<file path="config.mk">
export PLATFORM = sky130hd
export DESIGN_NAME = cpu_status_flags_and_accumulator
export DESIGN_NICKNAME = d
export VERILOG_FILES = /design/src/verilog/cpu_flags_pkg.sv /design/src/verilog/cpu_status_flags_and_accumulator.sv /design/src/verilog/flag_alu.sv
export VERILOG_INCLUDE_DIRS = /design/src /design/src/verilog
export SDC_FILE = /design/constraint.sdc
export NUM_CORES = 1
export LEC_CHECK = 0
export ABC_AREA = 1
export BUFFER_PORTS_ARGS = -buffer_cell sky130_fd_sc_hd__buf_2
export CORE_MARGIN = 2
export CORE_UTILIZATION = 60
export DETAILED_ROUTE_END_ITERATION = 12
export GPL_TIMING_DRIVEN = 1
export PLACE_DENSITY_LB_ADDON = 0.3
export SETUP_SLACK_MARGIN = 0.02
export SYNTH_ARGS = -nofsm -noshare
export SYNTH_HDL_FRONTEND = slang
export SYNTH_SLANG_ARGS = --single-unit
export TNS_END_PERCENT = 10
</file>
<file path="constraint.sdc">
create_clock -name I_CLOCK -period 10.9 [get_ports I_CLOCK]
set_input_delay 2.18 -clock I_CLOCK [delete_from_list [all_inputs] [get_ports I_CLOCK]]
set_output_delay 2.18 -clock I_CLOCK [all_outputs]
set_load 0.005 [all_outputs]
</file>
<file path="src/verilog/cpu_flags_defines.svh">
`ifndef CPU_FLAGS_DEFINES_SVH
`define CPU_FLAGS_DEFINES_SVH

// register offsets in the special register space
`define ACC_OFFSET    8'hE0
`define PSW_OFFSET    8'hD0

// reset values
`define ACC_RESET     8'h00
`define PSW_RESET     8'h00
`define HI_RESET      8'h00

// status word field positions
`define BIT_CARRY     7
`define BIT_HALF      6
`define BIT_USER0     5
`define BIT_BANK_HI   4
`define BIT_BANK_LO   3
`define BIT_OVFL      2
`define BIT_USER1     1

// bit 0 of the status word is not held here and reads as zero
`define PSW_WMASK     8'hFE

// bit access: upper five address bits pick the byte, lower three the bit
`define BIT_REG_MASK  8'hF8

// working-register bank geometry
`define BANK_BYTES    8'h08

`endif

</file>
<file path="src/verilog/cpu_flags_pkg.sv">
package cpu_flags_pkg;

  typedef enum logic [2:0] {
    OP_NOP,
    OP_ADD,
    OP_ADDC,
    OP_SUBB,
    OP_MUL,
    OP_DIV
  } alu_op_e;

  typedef logic [1:0] bank_t;
  typedef logic [7:0] byte_t;

endpackage

</file>
<file path="src/verilog/cpu_status_flags_and_accumulator.sv">
// Behaviour
// - carry flag set on carry or borrow
// - carry and half carry cleared otherwise by add and subtract; multiply and divide clear carry only
// - half carry set on nibble carry or borrow
// - banks 0, 1, 2, 3 map to fixed ranges
// - overflow set on sign, product, zero divisor
// - overflow cleared when arithmetic has no overflow
// - two user flags only software changes
//
// Decided for this implementation: the address-and-strobe port.
`timescale 1ns/1ps
`include "cpu_flags_defines.svh"

module cpu_status_flags_and_accumulator (
  // clock and reset
  input  wire logic                   I_CLOCK,
  input  wire logic                   I_RST_B,
  // register port
  input  wire logic [7:0]             I_ADDR,
  input  wire logic [7:0]             I_WDATA,
  input  wire logic                   I_WR,
  input  wire logic                   I_RD,
  input  wire logic                   I_BIT_WR,
  input  wire logic                   I_BIT_VAL,
  output logic      [7:0]             O_RDATA,
  // execution port
  input  wire cpu_flags_pkg::alu_op_e I_OP,
  input  wire logic [7:0]             I_OPERAND,
  output logic      [7:0]             O_ACC,
  output logic      [7:0]             O_PSW,
  output logic      [7:0]             O_OP_HI,
  // working-register mapping
  input  wire logic [2:0]             I_REG_IDX,
  output logic      [7:0]             O_REG_ADDR
);

  function automatic logic [7:0] bank_addr(
    input logic [1:0] bank,
    input logic [2:0] idx
  );
    bank_addr = {3'b000, bank, idx};
  endfunction

  logic [7:0] acc_r;
  logic [7:0] acc_nxt;
  logic [7:0] psw_r;
  logic [7:0] psw_nxt;
  logic [7:0] hi_r;
  logic [7:0] hi_nxt;
  logic [7:0] rdata_r;
  logic [7:0] rdata_nxt;
  logic [7:0] reg_addr_r;
  logic [7:0] reg_addr_nxt;

  logic [7:0] alu_res;
  logic [7:0] alu_hi;
  logic       alu_carry;
  logic       alu_half;
  logic       alu_ovfl;
  logic       alu_wr_res;
  logic       alu_wr_hi;
  logic       upd_carry;
  logic       upd_half;
  logic       upd_ovfl;
  logic [1:0] bank;

  assign bank = psw_r[`BIT_BANK_HI:`BIT_BANK_LO];

  flag_alu u_alu (
    .i_op        (I_OP),
    .i_a         (acc_r),
    .i_b         (I_OPERAND),
    .i_cin       (psw_r[`BIT_CARRY]),
    .o_res       (alu_res),
    .o_hi        (alu_hi),
    .o_carry     (alu_carry),
    .o_half      (alu_half),
    .o_ovfl      (alu_ovfl),
    .o_wr_res    (alu_wr_res),
    .o_wr_hi     (alu_wr_hi),
    .o_upd_carry (upd_carry),
    .o_upd_half  (upd_half),
    .o_upd_ovfl  (upd_ovfl)
  );

  always_comb begin
    acc_nxt      = acc_r;
    psw_nxt      = psw_r;
    hi_nxt       = hi_r;
    rdata_nxt    = 8'h00;
    reg_addr_nxt = bank_addr(bank, I_REG_IDX);
    // reads see the value held before this cycle's updates
    if (I_RD) begin
      if (I_ADDR == `ACC_OFFSET) begin
        rdata_nxt = acc_r;
      end else if (I_ADDR == `PSW_OFFSET) begin
        rdata_nxt = psw_r;
      end else begin
        rdata_nxt = 8'h00;
      end
    end
    if (I_WR) begin
      if (I_ADDR == `ACC_OFFSET) begin
        acc_nxt = I_WDATA;
      end else if (I_ADDR == `PSW_OFFSET) begin
        psw_nxt = I_WDATA & `PSW_WMASK;
      end
    end else if (I_BIT_WR) begin
      if ((I_ADDR & `BIT_REG_MASK) == `ACC_OFFSET) begin
        acc_nxt[I_ADDR[2:0]] = I_BIT_VAL;
      end else if ((I_ADDR & `BIT_REG_MASK) == `PSW_OFFSET) begin
        psw_nxt[I_ADDR[2:0]] = I_BIT_VAL;
        psw_nxt              = psw_nxt & `PSW_WMASK;
      end
    end
    // hardware results land after software so a flag set by an
    // instruction in the same cycle as a software clear is not lost
    if (alu_wr_res) begin
      acc_nxt = alu_res;
    end
    if (alu_wr_hi) begin
      hi_nxt = alu_hi;
    end
    if (upd_carry) begin
      psw_nxt[`BIT_CARRY] = alu_carry;
    end
    if (upd_half) begin
      psw_nxt[`BIT_HALF] = alu_half;
    end
    if (upd_ovfl) begin
      psw_nxt[`BIT_OVFL] = alu_ovfl;
    end
  end

  always_ff @(posedge I_CLOCK or negedge I_RST_B) begin
    if (!I_RST_B) begin
      acc_r      <= `ACC_RESET;
      psw_r      <= `PSW_RESET;
      hi_r       <= `HI_RESET;
      rdata_r    <= 8'h00;
      reg_addr_r <= 8'h00;
    end else begin
      acc_r      <= acc_nxt;
      psw_r      <= psw_nxt;
      hi_r       <= hi_nxt;
      rdata_r    <= rdata_nxt;
      reg_addr_r <= reg_addr_nxt;
    end
  end

  assign O_ACC      = acc_r;
  assign O_PSW      = psw_r;
  assign O_OP_HI    = hi_r;
  assign O_RDATA    = rdata_r;
  assign O_REG_ADDR = reg_addr_r;

  logic [8:0]  chk_sum9;
  logic [4:0]  chk_nib5;
  logic [15:0] chk_prod;
  logic [8:0]  chk_diff9;
  logic        chk_add_ov;
  assign chk_sum9   = {1'b0, acc_r} + {1'b0, I_OPERAND};
  assign chk_nib5   = {1'b0, acc_r[3:0]} + {1'b0, I_OPERAND[3:0]};
  assign chk_prod   = {8'h00, acc_r} * {8'h00, I_OPERAND};
  assign chk_diff9  = {1'b0, acc_r} - {1'b0, I_OPERAND} -
                      {8'h00, psw_r[`BIT_CARRY]};
  assign chk_add_ov = (acc_r[7] == I_OPERAND[7]) &&
                      (chk_sum9[7] != acc_r[7]);
endmodule

</file>
<file path="src/verilog/flag_alu.sv">
`timescale 1ns/1ps

module flag_alu (
  // operation
  input  wire cpu_flags_pkg::alu_op_e i_op,
  input  wire logic [7:0]             i_a,
  input  wire logic [7:0]             i_b,
  input  wire logic                   i_cin,
  // results
  output logic [7:0]                  o_res,
  output logic [7:0]                  o_hi,
  output logic                        o_carry,
  output logic                        o_half,
  output logic                        o_ovfl,
  // which results are to be taken
  output logic                        o_wr_res,
  output logic                        o_wr_hi,
  output logic                        o_upd_carry,
  output logic                        o_upd_half,
  output logic                        o_upd_ovfl
);

  logic [8:0]  wide9;
  logic [4:0]  nib5;
  logic [15:0] prod16;
  logic        c;

  always_comb begin
    o_res    = i_a;
    o_hi        = 8'h00;
    o_carry     = 1'b0;
    o_half      = 1'b0;
    o_ovfl      = 1'b0;
    o_wr_res    = 1'b0;
    o_wr_hi     = 1'b0;
    o_upd_carry = 1'b0;
    o_upd_half  = 1'b0;
    o_upd_ovfl  = 1'b0;
    c        = (i_op == cpu_flags_pkg::OP_NOP ||
                i_op == cpu_flags_pkg::OP_ADD) ? 1'b0 : i_cin;
    wide9    = 9'h000;
    nib5     = 5'h00;
    prod16   = {8'h00, i_a} * {8'h00, i_b};
    case (i_op)
      cpu_flags_pkg::OP_ADD, cpu_flags_pkg::OP_ADDC: begin
        wide9       = {1'b0, i_a} + {1'b0, i_b} + {8'h00, c};
        nib5        = {1'b0, i_a[3:0]} + {1'b0, i_b[3:0]} + {4'h0, c};
        o_res       = wide9[7:0];
        o_carry     = wide9[8];
        o_half      = nib5[4];
        o_ovfl      = (i_a[7] == i_b[7]) && (wide9[7] != i_a[7]);
        o_wr_res    = 1'b1;
        o_upd_carry = 1'b1;
        o_upd_half  = 1'b1;
        o_upd_ovfl  = 1'b1;
      end
      cpu_flags_pkg::OP_SUBB: begin
        // a borrow wraps the difference, leaving the top bit set
        wide9       = {1'b0, i_a} - {1'b0, i_b} - {8'h00, c};
        nib5        = {1'b0, i_a[3:0]} - {1'b0, i_b[3:0]} - {4'h0, c};
        o_res       = wide9[7:0];
        o_carry     = wide9[8];
        o_half      = nib5[4];
        o_ovfl      = (i_a[7] != i_b[7]) && (wide9[7] != i_a[7]);
        o_wr_res    = 1'b1;
        o_upd_carry = 1'b1;
        o_upd_half  = 1'b1;
        o_upd_ovfl  = 1'b1;
      end
      cpu_flags_pkg::OP_MUL: begin
        o_res       = prod16[7:0];
        o_hi        = prod16[15:8];
        o_ovfl      = |prod16[15:8];
        o_wr_res    = 1'b1;
        o_wr_hi     = 1'b1;
        o_upd_carry = 1'b1;
        o_upd_ovfl  = 1'b1;
      end
      cpu_flags_pkg::OP_DIV: begin
        // a zero divisor leaves the operand untouched
        if (i_b == 8'h00) begin
          o_ovfl = 1'b1;
        end else begin
          o_res    = i_a / i_b;
          o_hi     = i_a % i_b;
          o_wr_res = 1'b1;
          o_wr_hi  = 1'b1;
        end
        o_upd_carry = 1'b1;
        o_upd_ovfl  = 1'b1;
      end
      default: begin
        o_res = i_a;
      end
    endcase
  end

endmodule
</file>
# --- Yosys cells after proc, flatten, opt, wreduce, memory -nomap -nowiden ---
# Index checks and enable logic that the tools add are counted.
word_totals:
  ff_bits: 37
classes:
  n_addsub: 8
  n_mul: 1
  div: 2
  n_lt_le_gt_ge: 2
  n_eq_ne: 25
  mux: 35
  n_reduce_logical: 23
op_table:
  columns: ["operator", "count"]
  rows:
  - ["8-bit two-way mux", 16]
  - ["8-bit case mux with 4 select lines", 1]
  - ["5-bit AND reduction", 4]
  - ["3-bit nonzero test", 6]
  - ["8-bit bitwise mux", 2]
  - ["8-bit == test, second input constant", 2]
  - ["8-bit by 8-bit multiplier with 16-bit output", 1]
  - ["8-bit case mux with 2 select lines", 1]
  - ["3-bit by 2-bit inequality test with 1-bit output, second input constant", 4]
  - ["5-bit == test, second input constant", 2]
  - ["8-bit by 8-bit adder with 9-bit output", 1]
  - ["9-bit by 1-bit adder with 9-bit output", 1]
  - ["1-bit two-way mux", 9]
  - ["3-bit by 1-bit inequality test with 1-bit output, second input constant", 3]
  - ["8-bit by 8-bit subtractor with 9-bit output", 1]
  - ["9-bit by 1-bit subtractor with 9-bit output", 1]
  - ["8-bit by 8-bit divider with 8-bit output", 1]
  - ["8-bit logical NOT", 1]
  - ["8-bit by 8-bit modulo with 8-bit output", 1]
  - ["1-bit case mux with 2 select lines", 4]
  - ["8-bit OR reduction", 1]
  - ["3-bit by 2-bit == test with 1-bit output, second input constant", 2]
  - ["3-bit == test, second input constant", 2]
  - ["4-bit by 4-bit adder with 5-bit output", 1]
  - ["other kinds (22)", 28]

# --- Depth between registers and ports, before layout ---
# Gate-level depths: netlist of run 1.
logic_depth:
  ltp_word: 10
  mapped_depth: 71
  ltp_nobuf: 71

# --- Modules after synthesis ---
# From an unflattened synthesis of run 1, not the netlist that was laid out.
unflattened:
  cells_unflattened: 1143
  hier_area_um2: 7701.1
modules_own_cells:
  columns: ["mod", "instances", "cells_each", "area_each_um2"]
  rows:
  - ["flag_alu", 1, 858, 5545.3]
  - ["cpu_status_flags_and_accumulator", 1, 285, 2155.8]

# --- Worst setup path after synthesis of run 1 ---
# Ideal clock, no wire load.
synth_path:
  path_type: "in2reg"
  startpoint: "in I_OPERAND[0]"
  endpoint: "reg hi_r[2] (netlist: O_OP_HI[2])"
  setup_time_ps: 137
  t_arrival_ps: 10372
  setup_slack_ps: 390
  cell_stages: 63
  path_cell_list: "inv_1 ha_1 o21ai_1 inv_1 nand3_1 nand2_1 ha_1 o21ai_0 nand2_1 nand2_2 nand2_1 o21ai_2 ha_1 o21ai_0 nand2_1 nand2_1 nand2_1 nand2_1 (+27 left out) nand2_1 and2_1 ha_1 inv_1 nor4_1 nand2_1 nand3_2 nand2_1 o21ai_1 inv_1 fa_1 o21ai_0 nand2_1 o2111ai_1 buf_2 o21ai_0 nand3_1 o211ai_1"
synth_via:
  elab_chain_cells: 3
  elab_cells_between_ends: 7
  classes_between: "1 x mul; 1 x div; 4 x mux; 1 x reduce/logical"
synth_lines:
  columns: ["item", "line_no", "source"]
  rows:
  - ["start, declared", "cpu_status_flags_and_accumulator.sv:28", "input wire logic [7:0] I_OPERAND,"]
  - ["8-bit by 8-bit modulo with 8-bit output / 8-bit logical NOT (equally long branches)", "flag_alu.sv:85, flag_alu.sv:81", null]
  - ["8-bit two-way mux / 1-bit two-way mux (equally long branches)", "flag_alu.sv:81", "if (i_b == 8'h00) begin"]
  - ["8-bit case mux with 2 select lines / 1-bit case mux with 2 select lines (equally long branches)", "flag_alu.sv:44", "case (i_op)"]
  - ["end signal, assigned", "cpu_status_flags_and_accumulator.sv:139", "hi_r <= `HI_RESET;"]
  - ["end signal, assigned", "cpu_status_flags_and_accumulator.sv:145", "hi_r <= hi_nxt;"]
  - ["end, declared", "cpu_status_flags_and_accumulator.sv:48", "logic [7:0] hi_r;"]
# Parallel ways exist; a longest one is shown, timed or not.
# A chain may end at the register's enable or synchronous reset.

# --- Worst setup path after layout of run 1 ---
layout_path:
  startpoint: "in I_OPERAND[0]"
  endpoint: "reg acc_r[0] (netlist: O_ACC[0])"
layout_via:
  elab_chain_cells: 5
  elab_cells_between_ends: 18
  classes_between: "4 x add/sub; 1 x mul; 1 x div; 3 x eq/ne; 5 x mux; 4 x reduce/logical"
layout_lines:
  columns: ["item", "line_no", "source"]
  rows:
  - ["branches (longest 5 deep; another with 8-bit by 8-bit divider with 8-bit output)", null, null]
  - ["end signal, assigned", "cpu_status_flags_and_accumulator.sv:137", "acc_r <= `ACC_RESET;"]
  - ["end signal, assigned", "cpu_status_flags_and_accumulator.sv:143", "acc_r <= acc_nxt;"]
  - ["end, declared", "cpu_status_flags_and_accumulator.sv:44", "logic [7:0] acc_r;"]
# Several ways; the timed one is not identified. The select of a mux whose other input is x is not followed.

==> run summary, run 1 <==
Final setup violation count: 0
Worst Setup End Kind: flip-flop
Vias in the first global route: 7031
Clock Latency Late Sink: 0.28 ns
Initial DRC Count: 677
Vias/cell: 5.78
#FFs+latches synth: 36
Crit Path Class: in -> reg
Fmax achieved: 0.0947 GHz
Util after Layout: 73.3%
Clock buffer depth: 2
Clock Root Buffer: clkbuf_16
Slowest-stage cell, CP: ha_4
Initial antenna violation count: 0
Net count, final: 1340
Layout cells sized above 1: 18.9%
DRT antenna net count: 0
Yosys cell types: 47
Worst endpoint data arrival time: 10.71 ns
Fin. Hold Viols: 0
Worst-margin pin slew: 0.804 ns
I/O Buffers: 71
Crit path max fanout: 8
Fin crit period: 10.55 ns
Clock Sinks: 36
CP peak stage delay: 0.31 ns
Synth Area per Inst: 6.66 um^2
Drt total wl: 22.2 mm
Final Max Tran Viols: 0
Post-route DRC: 0
CTS buffer count: 5
Synth Warn #: 0
H-tree levels: 2
Chip height: 113 um
Post-synth EDFFs: 0
Cells after synthesis: 1076
Diodes inserted: 0
Drt first pass iters: 6
Core Rows: 39
CTS tree: done
RePlAce Congestion: 1.00
Dpl hpwl: 16.6 mm
Status: complete, no violations
Predominant post-synthesis flop cell: dfrtp_1
CP Launch Type: input port
Syn Std Cell Area: 0.00716 mm^2
Reg clk slew, reported paths: 0.06 ns
Vias post-DR: 7565
CP required: 11.06 ns
Clk_skew: 0.00621 ns
Pin count of the biggest net entering global routing: 37
Total core area: 0.0115 mm^2
Io pins: 76
Routed WL per cell: 16.9 um
Total track usage: 33.2%
Crit share post-route: 96.8%
Ys async rst share: 100%
Worst slew margin: 46.4%
Global-route wire length before repair: 34.2 mm
Initial cell density of the core: 62.2%
Die area: 0.0128 mm^2
Worst Hold Class: reg -> reg
Grt ovf: 0
CTS Hold Buffers Added: 0
Seq/Total Area, Yosys: 12.6%
Area grow syn2layout: 17.9%
Die Wd: 113 um
R2R Setup Slk: 1.93 ns
Most used cell, CP: nand2_1
Max-cap violations: 0
==> Yosys cell counts, drive strengths merged (5+ instances only) <==
library cell | n | area [um^2]
nand2 | 276 | 1060
nand4 | 10 | 62.6
xnor2 | 5 | 43.8
ha | 98 | 1230
or2 | 11 | 68.8
o211ai | 13 | 97.6
dfrtp | 36 | 901
buf | 14 | 104
inv | 231 | 867
o21ai | 70 | 365
nor3 | 23 | 125
xor2 | 21 | 184
clkbuf | 14 | 52.6
a22oi | 8 | 60.1
fa | 41 | 821
nor2 | 47 | 240
a21oi | 65 | 325
nand3 | 62 | 330
==> path summary, 6_finish.rpt <==
check	from	to	cells past startpoint
max	I_OPERAND[0]	O_ACC[0]$_DFFE_PN0P_	67
min	O_PSW[3]$_DFFE_PN0P_	O_REG_ADDR[3]$_DFF_PN0_	0
max reg2reg	O_ACC[7]$_DFFE_PN0P_	O_ACC[0]$_DFFE_PN0P_	64
min reg2reg	O_PSW[3]$_DFFE_PN0P_	O_REG_ADDR[3]$_DFF_PN0_	0
max in group asynchronous	I_RST_B	O_RDATA[1]$_DFF_PN0_	1
min in group asynchronous	I_RST_B	O_PSW[5]$_DFFE_PN0P_	1
==> timing repair <==
action	in CTS	in global routing
gates cloned	0	1
setup buffers	0	11
gates resized for setup	7	88
setup endpoints to repair	9	9
pin swaps	0	31
==> logic make-up (layout without fill, tap and decap cells) <==
family,Yosys count,after routing,share of synthesized area [%]
buffers and inverters,260,347,14.3
other,1,4,0.0523
AO/OA/AOI/OAI,176,176,14.1
XOR/XNOR,26,26,3.18
AND/OR/NAND/NOR,438,438,27.2
adder cells (fa/ha/maj),139,139,28.6
flip-flops,36,36,12.6
==> registers in the layout (all words and copies together), names as in the netlist <==
name,count
O_ACC,8
O_OP_HI,8
O_RDATA,8
O_PSW,7
O_REG_ADDR,5
==> cells in the final DEF (no fill, tap or decap), types with 15 or more instances in the layout <==
| cell | instances |
|---|---|
| nand2_1 | 257 |
| inv_1 | 218 |
| ha_1 | 85 |
| buf_2 | 72 |
| a21oi_1 | 58 |
| nand3_1 | 55 |
| o21ai_0 | 51 |
| nor2_1 | 40 |
| fa_1 | 40 |
| dfrtp_1 | 36 |
| buf_4 | 34 |
| xor2_1 | 21 |
| nand2_2 | 16 |
| nor3_1 | 15 |
==> stage by stage <==
stage | instances | cell area, um^2 | TNS (ns) | hold WS, ns | worst slack, ns
finish | 1309 | 8440 | 0 | 0.420 | 0.346
global placement | 1289 | 7730 | -0.215 | 0.412 | -0.108
CTS | 1297 | 7940 | 0 | 0.427 | 0.0830
floorplan | 1079 | 7180 | 0 | 0.415 | 0.390
detailed placement | 1289 | 7730 | -3.18 | 0.416 | -0.432
global route | 1309 | 8440 | -1.41 | 0.447 | -0.231
==> layout make-up <==
class / count / area, um^2
repair buffers: 107 / 627
fillers: 952 / 3070
clock inverters: 1 / 30.0
multi-input cells: 783 / 5670
flip-flops and latches: 36 / 901
clock buffers: 7 / 153
inverters: 232 / 881
well taps: 143 / 179
==> worst max-delay path: cells and delay by family <==
family | cells | cell delay, ns
AND/OR/NAND/NOR | 36 | 3.68
adder cells (fa/ha/maj) | 8 | 2.19
buffers and inverters | 12 | 1.16
AO/OA/AOI/OAI | 11 | 1.50
==> per-layer routing <==
layer / GRT usage (%) / share of wire, %
met1: 45.1 / 41
met2: 55.9 / 47
met3: 4.45 / 8.7
met4: 9.35 / 2.8
met5: 0 / 0
Power of run 1 is not shown: default switching activity piles up to over one toggle a cycle in this logic, so the estimate is an artifact.
==> inputs of run 2 (changes only) <==
- GPL_TIMING_DRIVEN: 1 -> 0
- REMOVE_ABC_BUFFERS: default -> 1
==> run 2 against run 1 <==
  * The flow now finishes with violations (setup timing)
  * Non-clock buffer count shrank 13
  * Die area unchanged
  * Wire length fell by 3.8%
  * Via count decreased by 3.2%
  * Highest routed layer unchanged
  * Clock skew down 0.0043 ns
  * Clock-buffer cell count stayed put
  * Setup slack got worse by 0.39 ns
  * Cell area rose by 1.2%
==> run summary, run 2 (same netlist as run 1, synthesis figures left out) <==
Crit path max fanout: 12
Area grow syn2layout: 19.2%
Io pins: 76
Worst slew margin: 42.6%
Final instance area: 0.00854 mm^2
Routed WL per cell: 16.5 um
DRT antenna net count: 0
CP peak stage delay: 0.34 ns
Dpl hpwl: 15.3 mm
Vias post-DR: 7320
CP Launch Type: input port
Most common cell after layout, fill and taps aside: nand2_1
Crit share post-route: 100%
Drt first pass iters: 7
Worst endpoint data arrival time: 11.10 ns
CTS Hold Buffers Added: 0
I/O Buffers: 71
Total core area: 0.0115 mm^2
Die area: 0.0128 mm^2
CTS tree: done
Slowest-stage cell, CP: ha_1
RePlAce Congestion: 0.979
Initial DRC Count: 579
Post-route DRC: 0
Max-cap violations: 0
Drt total wl: 21.3 mm
Initial cell density of the core: 62.2%
Clock Latency Late Sink: 0.28 ns
Clock Root Buffer: clkbuf_16
Fmax achieved: 0.0914 GHz
Worst Hold Class: reg -> reg
CP required: 11.05 ns
Clock Sinks: 36
Core Rows: 39
Clk_skew: 0.00194 ns
Failing checks: setup timing
Fin crit period: 10.95 ns
Worst Setup End Kind: flip-flop
Chip height: 113 um
Most used cell, CP: nand2_2
Global-route wire length before repair: 33.0 mm
Util after Layout: 74.2%
Final Max Tran Viols: 0
Vias in the first global route: 6895
Layout cells sized above 1: 19.5%
Net count, final: 1328
Worst-margin pin slew: 0.860 ns
Die Wd: 113 um
Commonest cells after routing, fill and taps aside: nand2_1, inv_1, ha_1
Placed inst area: 0.00755 mm^2
Diodes inserted: 0
Final worst slack: -0.0464 ns
Clock buffer depth: 2
Total track usage: 31.9%
Final setup violation count: 1
Reg clk slew, reported paths: 0.05 ns
Status: finished, violations left
Fin. Hold Viols: 0
H-tree levels: 2
Worst slack at placement: -1.66 ns
CTS buffer count: 5
Grt ovf: 0
Initial antenna violation count: 0
Pin count of the biggest net entering global routing: 37
Crit Path Class: in -> reg
Vias/cell: 5.64
-- run 2: final cells by class --
cell class / count / area (um^2)
clock buffers: 7 / 143
clock inverters: 1 / 7.51
fillers: 936 / 2970
inverters: 232 / 892
multi-input cells: 784 / 5870
flip-flops and latches: 36 / 901
well taps: 143 / 179
repair buffers: 94 / 556
-- run 2: critical path: cells and delay by family --
| kind | cells | cell delay (ns) |
|---|---|---|
| adder cells (fa/ha/maj) | 8 | 2.30 |
| buffers and inverters | 8 | 0.72 |
| XOR/XNOR | 1 | 0.18 |
| AO/OA/AOI/OAI | 13 | 1.63 |
| AND/OR/NAND/NOR | 35 | 4.05 |
-- run 2: what timing repair did --
item | CTS | global route
pin swaps | 8 | 39
endpoints found under the setup margin | 9 | 9
gates cloned | 1 | 0
resized for setup | 51 | 73
buffers inserted | 7 | 16
-- run 2: path summary, 6_finish.rpt --
| check | start | to | slack, ns | cells after the start |
|---|---|---|---|---|
| max in group asynchronous | I_RST_B | O_ACC[3]$_DFFE_PN0P_ | 8.42 | 1 |
| min | O_PSW[4]$_DFFE_PN0P_ | O_REG_ADDR[4]$_DFF_PN0_ | 0.44 | 0 |
| min reg2reg | O_PSW[4]$_DFFE_PN0P_ | O_REG_ADDR[4]$_DFF_PN0_ | 0.44 | 0 |
| max | I_OPERAND[0] | O_ACC[0]$_DFFE_PN0P_ | -0.05 | 65 |
| max reg2reg | O_ACC[7]$_DFFE_PN0P_ | O_ACC[0]$_DFFE_PN0P_ | 1.20 | 63 |
| min in group asynchronous | I_RST_B | O_OP_HI[4]$_DFFE_PN0P_ | 1.98 | 1 |
-- run 2: stage by stage --
step	setup TNS (ns)	instances	hold WS, ns
after floorplan	0	1051	0.415
after global placement	-12.04	1265	0.428
after detailed placement	-14.17	1265	0.431
after CTS	0	1281	0.442
after global routing	-2.60	1297	0.463
final	-0.0464	1297	0.440
-- run 2: layer usage --
layer | wire length [um] | track usage (%) | share of wire, % | vias to the layer above
met3 | 1520 | 3.32 | 7.1 | 58
met2 | 10300 | 56.0 | 48 | 306
met4 | 668 | 8.54 | 3.1 | 0
met1 | 8840 | 42.1 | 41 | 3398
met5 | 0 | 0 | 0 | -
li1 | - | - | - | 3558
Power of run 2 is left out for the same reason.
